[src/hw/mpwm_pkg.sv]
// package of shared constants and types for the multi-group pwm generator
package mpwm_pkg;
	localparam int MPWM_GROUPS = 4;
	localparam int MPWM_OUTS_PER_GROUP = 4;
	localparam int MPWM_CHANNELS = 2;
	localparam int MPWM_CNT_W = 16;
	localparam logic [15:0] MPWM_PERIOD_RESET = 16'h00FF;
	localparam logic [15:0] MPWM_DUTY_RESET = 16'h0000;
	localparam logic [15:0] MPWM_CNT_RESET = 16'h0000;
	typedef enum logic [1:0] {
		MPWM_PH_IDLE = 2'b00,
		MPWM_PH_UP = 2'b01,
		MPWM_PH_DOWN = 2'b10
	} mpwm_phase_type;
endpackage

[src/hw/mpwm_group_if.sv]
// carrier between the top and one pwm group core
`timescale 1ns/100ps
interface mpwm_group_if;
	import mpwm_pkg::*;
	logic enable;
	logic center_mode;
	logic double_update;
	logic paired;
	logic [MPWM_CNT_W-1:0] period;
	logic [MPWM_CNT_W-1:0] duty [MPWM_OUTS_PER_GROUP];
	logic [MPWM_OUTS_PER_GROUP-1:0] outs;
	logic period_start;
	modport top (output enable, center_mode, double_update, paired, period, duty, input outs, period_start);
	modport core (input enable, center_mode, double_update, paired, period, duty, output outs, period_start);
endinterface

[src/hw/mpwm_group.sv]
// one pwm group: counter, shadow duties and four compare outputs
`timescale 1ns/100ps
module mpwm_group
	import mpwm_pkg::*;
(
	input wire logic clk,
	input wire logic sys_rst,
	mpwm_group_if.core gi
);
	mpwm_phase_type phase_reg, phase_next;
	logic [MPWM_CNT_W-1:0] cnt_reg, cnt_next;
	logic [MPWM_CNT_W-1:0] period_reg;
	logic [MPWM_CNT_W-1:0] act_reg [MPWM_OUTS_PER_GROUP];
	logic [MPWM_OUTS_PER_GROUP-1:0] outs_reg;
	logic center_reg;
	logic double_reg;
	logic paired_reg;
	logic start_reg;
	wire [MPWM_OUTS_PER_GROUP-1:0] cmp_hi;
	wire [MPWM_OUTS_PER_GROUP-1:0] outs_next;

	wire at_top = (cnt_reg >= period_reg);
	wire at_zero = (cnt_reg == MPWM_CNT_RESET);
	// period start loads everything; the midpoint loads duties only in double update
	wire period_end = center_reg ? (phase_reg == MPWM_PH_DOWN && cnt_reg <= 16'h0001) : at_top;
	wire load_start = (phase_reg == MPWM_PH_IDLE) || period_end; // see (RULE7) see (RULE10)
	wire load_mid = center_reg && double_reg && phase_reg == MPWM_PH_UP && at_top; // see (RULE6) see (RULE8)

	always_comb begin
		phase_next = phase_reg;
		cnt_next = cnt_reg;
		unique case (phase_reg)
			MPWM_PH_IDLE: begin
				phase_next = MPWM_PH_UP;
				cnt_next = MPWM_CNT_RESET;
			end
			MPWM_PH_UP: begin
				if (at_top) begin
					if (center_reg) begin // see (RULE9)
						phase_next = MPWM_PH_DOWN;
						cnt_next = cnt_reg - 16'h0001;
					end else begin
						cnt_next = MPWM_CNT_RESET; // see (RULE1)
					end
				end else begin
					cnt_next = cnt_reg + 16'h0001;
				end
			end
			MPWM_PH_DOWN: begin
				if (at_zero || cnt_reg == 16'h0001) begin
					phase_next = MPWM_PH_UP;
					cnt_next = MPWM_CNT_RESET;
				end else begin
					cnt_next = cnt_reg - 16'h0001;
				end
			end
			default: begin
				phase_next = MPWM_PH_IDLE;
				cnt_next = MPWM_CNT_RESET;
			end
		endcase
	end

	always_ff @(posedge clk) begin
		if (sys_rst || !gi.enable) begin
			phase_reg <= MPWM_PH_IDLE;
			cnt_reg <= MPWM_CNT_RESET;
			period_reg <= MPWM_PERIOD_RESET;
			center_reg <= 1'b0;
			double_reg <= 1'b0;
			paired_reg <= 1'b0;
			start_reg <= 1'b0;
		end else begin
			phase_reg <= phase_next;
			cnt_reg <= cnt_next;
			start_reg <= load_start;
			if (load_start) begin
				period_reg <= gi.period;
				center_reg <= gi.center_mode;
				double_reg <= gi.double_update;
				paired_reg <= gi.paired;
			end
		end
	end

	// one process per register keeps a single driver on each array and vector
	always_ff @(posedge clk) begin
		for (int j = 0; j < MPWM_OUTS_PER_GROUP; j++) begin
			if (sys_rst || !gi.enable) begin
				act_reg[j] <= MPWM_DUTY_RESET;
			end else if (load_start || load_mid) begin
				act_reg[j] <= gi.duty[j]; // see (RULE10)
			end
		end
	end

	always_ff @(posedge clk) begin
		if (sys_rst || !gi.enable || phase_reg == MPWM_PH_IDLE) begin
			outs_reg <= {MPWM_OUTS_PER_GROUP{1'b0}};
		end else begin
			outs_reg <= outs_next;
		end
	end

	genvar k;
	generate
		for (k = 0; k < MPWM_OUTS_PER_GROUP; k++) begin : g_ch
			// in paired mode the odd output of a pair is the inverse of the even one's compare
			localparam int SRC = k - (k % 2);
			assign cmp_hi[k] = cnt_reg < act_reg[k]; // see (RULE3) see (RULE9)
			assign outs_next[k] = (paired_reg && (k % 2) == 1) ? !cmp_hi[SRC] : cmp_hi[k]; // see (RULE2) see (RULE5)
		end
	endgenerate

	assign gi.outs = outs_reg;
	assign gi.period_start = start_reg;
endmodule // mpwm_group

[src/hw/mpwm_top.sv]
// top of the sixteen-output multi-group pwm generator
`timescale 1ns/100ps
// Notes on behaviour
// (RULE1) each group makes center-aligned or edge-aligned waveforms as software selects.
// (RULE2) in paired operation the two outputs of a pair are exact inverses.
// (RULE3) in non-paired operation all four outputs of a group are independent.
// (RULE4) four groups of four outputs give sixteen pwm outputs.
// (RULE5) each group arranges its four outputs as two pairs.
// (RULE6) single and double update apply to center-aligned waveforms and are the only two options.
// (RULE7) in single update new duties load once per period, giving symmetric pulses.
// (RULE8) in double update duties also load at the period midpoint, allowing asymmetric pulses.
// (RULE9) center-aligned groups count up then down and outputs toggle at the duty compare.
// (RULE10) written duties sit in shadow copies and reach the compare only at allowed update points.
module mpwm_top
	import mpwm_pkg::*;
#(
	parameter int GROUPS = MPWM_GROUPS
)(
	input wire logic clk,
	input wire logic sys_rst,
	input wire logic [GROUPS-1:0] group_enable,
	input wire logic [GROUPS-1:0] center_mode,
	input wire logic [GROUPS-1:0] double_update,
	input wire logic [GROUPS-1:0] paired_mode,
	input wire logic [GROUPS*MPWM_CNT_W-1:0] period_value,
	input wire logic [GROUPS*MPWM_OUTS_PER_GROUP*MPWM_CNT_W-1:0] duty_value,
	output logic [GROUPS*MPWM_OUTS_PER_GROUP-1:0] pwm_out,
	output logic [GROUPS-1:0] period_start
);
	genvar g, c;
	generate
		for (g = 0; g < GROUPS; g++) begin : g_grp // see (RULE4)
			mpwm_group_if gif();
			assign gif.enable = group_enable[g];
			assign gif.center_mode = center_mode[g];
			assign gif.double_update = double_update[g];
			assign gif.paired = paired_mode[g];
			assign gif.period = period_value[g*MPWM_CNT_W +: MPWM_CNT_W];
			for (c = 0; c < MPWM_OUTS_PER_GROUP; c++) begin : g_d
				assign gif.duty[c] = duty_value[(g*MPWM_OUTS_PER_GROUP+c)*MPWM_CNT_W +: MPWM_CNT_W];
			end
			mpwm_group u_grp (
				.clk(clk),
				.sys_rst(sys_rst),
				.gi(gif)
			);
			// the group core registers both outputs, so these come straight from flip-flops
			assign pwm_out[g*MPWM_OUTS_PER_GROUP +: MPWM_OUTS_PER_GROUP] = gif.outs;
			assign period_start[g] = gif.period_start;
		end
	endgenerate
endmodule // mpwm_top

[config.mk]
export PLATFORM = sky130hd
export DESIGN_NAME = mpwm_top
export DESIGN_NICKNAME = d
export VERILOG_FILES = /design/src/hw/mpwm_pkg.sv /design/src/hw/mpwm_group_if.sv /design/src/hw/mpwm_group.sv /design/src/hw/mpwm_top.sv
export SDC_FILE = /design/constraint.sdc
export NUM_CORES = 1
export LEC_CHECK = 0
export BUFFER_PORTS_ARGS = -buffer_cell sky130_fd_sc_hd__buf_4
export CORE_ASPECT_RATIO = 0.6
export CORE_UTILIZATION = 30
export CTS_BUF_LIST = sky130_fd_sc_hd__clkbuf_4
export DETAILED_ROUTE_END_ITERATION = 8
export PLACE_DENSITY_LB_ADDON = 0.25
export SETUP_SLACK_MARGIN = 0.3
export SLEW_MARGIN = 20
export SYNTH_ARGS = -nofsm -noshare
export SYNTH_HDL_FRONTEND = slang
export SYNTH_SLANG_ARGS = --single-unit
[constraint.sdc]
create_clock -name clk -period 11.4 [get_ports clk]
set_input_delay 2.28 -clock clk [delete_from_list [all_inputs] [get_ports clk]]
set_output_delay 2.28 -clock clk [all_outputs]
set_load 0.005 [all_outputs]
==> results of run 1 <==
[placed cells by master (no fill, tap or decap), types with 12 or more instances in the layout]
cell       count
a21boi_0      14
and2_1       261
and3_1        24
nand4_1       40
nand3_1       46
nor2_1       175
o21a_1        35
a221oi_1      25
clkinv_1      24
o211ai_1      13
clkbuf_4     174
a21o_1        36
ha_1         335
nand2_1      165
buf_4        388
mux2i_1       53
a21oi_1      116
o21ai_0      106
or4_1         12
or3_1         19
dfxtp_1      168
a211oi_1      26
nor3_1        49
inv_1        337
edfxtp_1     256
a2111oi_0     20
nand2b_1      21
nor4_1        17
a31oi_1       15
[final timing paths]
| kind | to | slack [ns] | depth (start not counted) |
|---|---|---|---|
| max | g_grp[1].u_grp.act_reg[0][13] | 7.14 | 10 |
| min reg2reg | g_grp[2].u_grp.period_reg[10] | 0.46 | 2 |
| min | g_grp[2].u_grp.period_reg[10] | 0.46 | 2 |
| max reg2reg | g_grp[1].u_grp.act_reg[0][13] | 7.14 | 10 |
[worst max-delay path, stage by stage (launching register included)]
cell,delay [ns]
dfxtp_1,0.71
ha_1,0.36
a21oi_1,0.14
o21ai_0,0.09
a221oi_1,0.59
nand2_2,0.31
a21boi_2,0.20
buf_4,0.33
o21a_1,0.27
nand2_2,0.40
buf_4,0.48
[cell families (layout without fill, tap and decap cells)]
logic type,count (synthesis),count (layout),synth area share
compound gates,500,500,0.132
xor+xnor,20,20,0.00687
fa+ha+maj,335,335,0.164
buf+inv,425,938,0.0643
flops,424,424,0.434
mux,55,55,0.0217
other cells,0,8,0
simple gates,868,868,0.177
[final cells by class]
type / instances / area [µm²]
diodes: 8 / 20.0
inverters: 337 / 1260
multi-input cells: 1778 / 12800
fillers: 8565 / 52800
flip-flops and latches: 424 / 11100
clock inverters: 37 / 195
well taps: 1134 / 1420
repair buffers: 390 / 2960
clock buffers: 174 / 1310
[where the power goes]
group	leakage [nW]	switching, mW	internal, mW
combinational	8.72	0.189	0.185
sequential	4.40	0.0257	1.69
clock	0.894	0.722	0.720
[metal layers]
metal	up-vias	part of all wire
met5	-	0.00017
met4	2	0.020
met3	117	0.056
met2	527	0.41
met1	9418	0.52
li1	10200	-
==> impl_metrics.toml, run 1 <==
[status]
run_status = "complete, no violations"

[worst_hold_path]
hp-class = "reg2reg"
min_from = "g_grp[2].u_grp.period_reg[10]"

[synth]
synth_top_area_frac = 0.302
seq_total_area_yosys = 0.434
netlist_top_cells_area = "edfxtp_1, ha_1, dfxtp_1"
synth.net_count = 3300
synth_area_um2 = 25500
synth_flop_type = "edfxtp_1"
most_frequent_cell_after_synthesis = "inv_1"
number_of_enable_type_register_cells_in_the_synthesized_netlist = 256
synthDistinctLibCells = 79
synth_top_area_cell = "edfxtp_1"
synthesis.area_per_instance_um2 = 9.70
synth_async_reset_ratio = 0
synth.cells.most_frequent = "inv_1, ha_1, and2_1"
syn-instance-count = 2627
yosys_warnings = 0
flop_and_latch_count_out_of_synthesis = 424

[cts]
hold_buffer_count_at_cts = 0
ctsResizeCount = 0
postCtsSetupBuffers = 0
cts_inserted_buffers = 113
cts_root_buffer = "clkbuf_4"
tritoncts = "done"
clock_slew_seen_by_the_registers_of_the_worst_setup_and_hold_paths_ns = 0.08
htreeDepth = 3
insertion_delay_ns = 1.01
cts.sinks = 424
cts-root-to-sink-buffers = 3

[floorplanning]
die_y_um = 228
io_pins = 358
placeable_core_region_um2 = 83800
floorplan.die.width_um = 378
start_util = 0.304
die-area_um2 = 86200
num_rows = 82

[global_route]
globalRouteMet2Util = 0.244
grt_start_max_net_pins = 65
grt_usage = 0.175
antenna_violations_before_repair = 6
grtUsageMet3 = 0.0403
first_global_vias = 19900
grt_busiest_layer = "met1"
global_route.usage.met1 = 0.263
global_route_wire_length_before_repair_um = 116000
grt_overflow_total = 0

[power_and_ir_drop]
max-vdd-ir-drop_uv = 59.7
power_density_nw_per_um2 = 114
fin_total_pwr_mw = 3.54
static_leakage_nw = 14.0

[timing]
timing_worst_slew_pin_value_ns = 1.07
skew_ns = 0.0699
final_period_minus_worst_setup_slack_ns = 4.26
maxClockFrequency_mhz = 235
final-hold-violation-count = 0
setup_violations = 0
rsz0062_at_grt = "false"
setup_tns_ns = 0
timing.final.max_slew_violations = 0
timing.slew.headroom = 0.282
period_share = 0.374
final_worst_setup_slack_ns = 7.14
hold_ws_ns = 0.456

[place]
place.detailed.instances = 4063
dp_worst_setup_slack_ns = 6.54
place.gp.congestion = 0.854
detailed_place_hpwl_um = 55200
portBuffers = 357
placement.cell_area_um2 = 29500

[critical_path]
criticalPathCategory = "reg2reg"
regToRegStartpoint = "g_grp[1].u_grp.cnt_reg[7]"
timing.critical_path.from = "g_grp[1].u_grp.cnt_reg[7]"
worstPathRequired_ns = 12.10
start_kind = "flip-flop"
arrival_ns = 4.96
endpoint_kind = "flip-flop"
path_max_fanout = 39

[route]
drt_iter0_drc = 1329
drc = 0
wirelength_per_cell_um = 17.5
postRouteAntennaNets = 0
detail_route.wirelength_um = 75100
vias_per_cell = 4.73
vias = 20300
drt-pass1-iter-count = 5

[final_layout]
utilization = 0.370
largest_register_ff_count = 256
design_area_um2 = 31100
final_nets = 3717
layout-area-overhead-vs-synth_pct = 21.9
drive_above_1_share = 0.196
final_cell_count_no_fill = 4282

[run]
drv_cap = 0
(Power assumes the default switching activity.)
==> run 2: changes to the inputs <==
--- a/config.mk
+++ b/config.mk
@@ -5,6 +5,7 @@
 export SDC_FILE = /design/constraint.sdc
 export NUM_CORES = 1
 export LEC_CHECK = 0
+export ABC_AREA = 1
 export BUFFER_PORTS_ARGS = -buffer_cell sky130_fd_sc_hd__buf_4
 export CORE_ASPECT_RATIO = 0.6
 export CORE_UTILIZATION = 30
==> constraint.sdc (replaced) <==
create_clock -name clk -period 3.6 [get_ports clk]
set_input_delay 0.72 -clock clk [delete_from_list [all_inputs] [get_ports clk]]
set_output_delay 0.72 -clock clk [all_outputs]
set_load 0.005 [all_outputs]
==> run 2 against run 1 <==
  * Sequential power grew to 3.2 times the previous value
  * Synthesized area is 12% higher
  * Routed wire length grew 15%
  * Clock power grew to 3.2 times the previous value
  * Critical endpoint is now g_grp[3].u_grp.act_reg[2][1]
  * Highest routed layer is now met4
==> impl_metrics.toml, run 2 <==
[route]
highest-signal-layer = "met4"
met2_length_um = 35100
m1WireLength_um = 42900
wirelength_per_cell_um = 15.1
detail_route.wirelength_um = 86100
drc = 0
vias_per_cell = 4.53
met3_length_um = 6400
vias = 25800
drt_iter0_drc = 1969
postRouteAntennaNets = 0
drt-pass1-iter-count = 6

[synth]
synth_async_reset_ratio = 0
number_of_enable_type_register_cells_in_the_synthesized_netlist = 256
most_frequent_cell_after_synthesis = "inv_1"
yosys_warnings = 0
synth_top_area_frac = 0.269
synth.cells.most_frequent = "inv_1, nand2_1, ha_1"
synthesis.area_per_instance_um2 = 7.98
flop_and_latch_count_out_of_synthesis = 424
netlist_top_cells_area = "edfxtp_1, ha_1, dfxtp_1"
synth.net_count = 4257
synth_flop_type = "edfxtp_1"
syn-instance-count = 3584
synth_area_um2 = 28600
synthDistinctLibCells = 43
synth_top_area_cell = "edfxtp_1"
seq_total_area_yosys = 0.387

[place]
place.gp.congestion = 0.883
detailed_place_hpwl_um = 62200
portBuffers = 357
dp_worst_setup_slack_ns = 0.690
placement.cell_area_um2 = 33000

[timing]
setup_violations = 0
timing.final.max_slew_violations = 0
maxClockFrequency_mhz = 337
final_worst_setup_slack_ns = 0.634
rsz0062_at_grt = "false"
setup_tns_ns = 0
timing_worst_slew_pin_value_ns = 0.969
final_period_minus_worst_setup_slack_ns = 2.97
timing.slew.headroom = 0.354
skew_ns = 0.0684
period_share = 0.824
final-hold-violation-count = 0

[final_layout]
most_common_cell_after_layout_fill_and_taps_aside = "inv_1"
final_cell_mix = "inv_1, nand2_1, buf_4"
largest_register_ff_count = 256
final_nets = 5034
drive_above_1_share = 0.194
utilization = 0.401
layout-area-overhead-vs-synth_pct = 32.2
filler_cells = 9492
design_area_um2 = 37800

[worst_hold_path]
hp-class = "in2reg"

[floorplanning]
placeable_core_region_um2 = 94200
start_util = 0.304
die-area_um2 = 96600
num_rows = 87
die_y_um = 241
io_pins = 358
floorplan.die.width_um = 400

[power_and_ir_drop]
max-vdd-ir-drop_uv = 193
static_leakage_nw = 18.6
power_density_nw_per_um2 = 314

[global_route]
first_global_vias = 24800
grt_usage = 0.177
global_route_wire_length_before_repair_um = 135000
antenna_violations_before_repair = 3
grt_overflow_total = 0
grt_start_max_net_pins = 65

[cts]
cts_root_buffer = "clkbuf_4"
cts_inserted_buffers = 110
clock_slew_seen_by_the_registers_of_the_worst_setup_and_hold_paths_ns = 0.07
hold_buffer_count_at_cts = 323
postCtsSetupBuffers = 0
cts.sinks = 424
htreeDepth = 3
cts-root-to-sink-buffers = 3
ctsResizeCount = 0
insertion_delay_ns = 1.02
tritoncts = "done"

[critical_path]
endpoint_kind = "flip-flop"
arrival_ns = 3.68
criticalPathCategory = "reg2reg"
path_max_fanout = 32
start_kind = "flip-flop"
worstPathRequired_ns = 4.32

[run]
drv_cap = 0

[status]
run_status = "complete, no violations"
run 2: cell count changes in the layout (fill, tap and decap cells not counted), moves of 153 or more:
cell	change
a21oi_1	+153
nand3_1	+261
dlygate4sd3_1	+323
nor2_1	+157
and2_1	-260
nand2_1	+332
inv_1	+365
nor2_2	+157
run 2: worst paths after layout:
| kind | slack, ns | cells past startpoint | startpoint | end |
|---|---|---|---|---|
| worst min-delay path | 0.11 | 3 | duty_value[27] | g_grp[0].u_grp.act_reg[1][11] |
| worst max register to register | 0.63 | 10 | g_grp[3].u_grp.cnt_reg[15] | g_grp[3].u_grp.act_reg[2][1] |
| worst min register to register | 0.48 | 2 | g_grp[1].u_grp.double_reg | g_grp[1].u_grp.double_reg |
| worst max-delay path | 0.63 | 10 | g_grp[3].u_grp.cnt_reg[15] | g_grp[3].u_grp.act_reg[2][1] |
run 2: power breakdown:
group          switching, mW  total (mW)  leakage, nW  internal (mW)
clock                   2.26        4.60        0.888           2.34
combinational          0.912        1.78         13.3          0.872
sequential            0.0852        5.48         4.41           5.39
total                   3.26        11.9         18.6           8.60
run 2: critical path, cell delays in order, from the launching register on:
cell     delay [ns]
dfxtp_1        0.53
ha_1           0.33
a21oi_1        0.15
o21ai_0        0.15
nor2_4         0.39
nand3_1        0.16
nand2_2        0.27
nand3_4        0.11
nand2_4        0.24
buf_12         0.28
nor2_2         0.05
run 2: kinds of logic after synthesis:
kind of cell               share of synthesized area
AOI/OAI and AO/OA                             0.0797
and+or+nand+nor                                0.241
DFF                                            0.387
buffers and inverters                          0.121
xor gates and xnor gates                      0.0251
adders and majority gates                      0.147
run 2: final cells by class:
type,instances,area [µm²],area share
diodes,6,15.0,0.000397
well taps,1246,1560,0.0413
clock buffers,167,1250,0.0332
multi-input cells,2322,14100,0.373
repair buffers,794,6910,0.183
clock inverters,38,246,0.00652
inverters,709,2660,0.0704
flip-flops and latches,424,11100,0.292
run 2: layer usage:
layer | GRT usage | up-vias
met5 | 0 | -
met4 | 0.0458 | 0
met3 | 0.0427 | 123
met2 | 0.255 | 785
met1 | 0.262 | 11700
li1 | - | 13200
run 2: through the flow:
step	hold slack [ns]	power (mW)	cells
after floorplan	0.447	6.46	3584
after global placement	0.466	7.07	5172
after detailed placement	0.467	7.09	5172
after CTS	0.00334	12.0	5700
after global routing	-0.00526	12.5	5706
final	0.110	11.9	5706
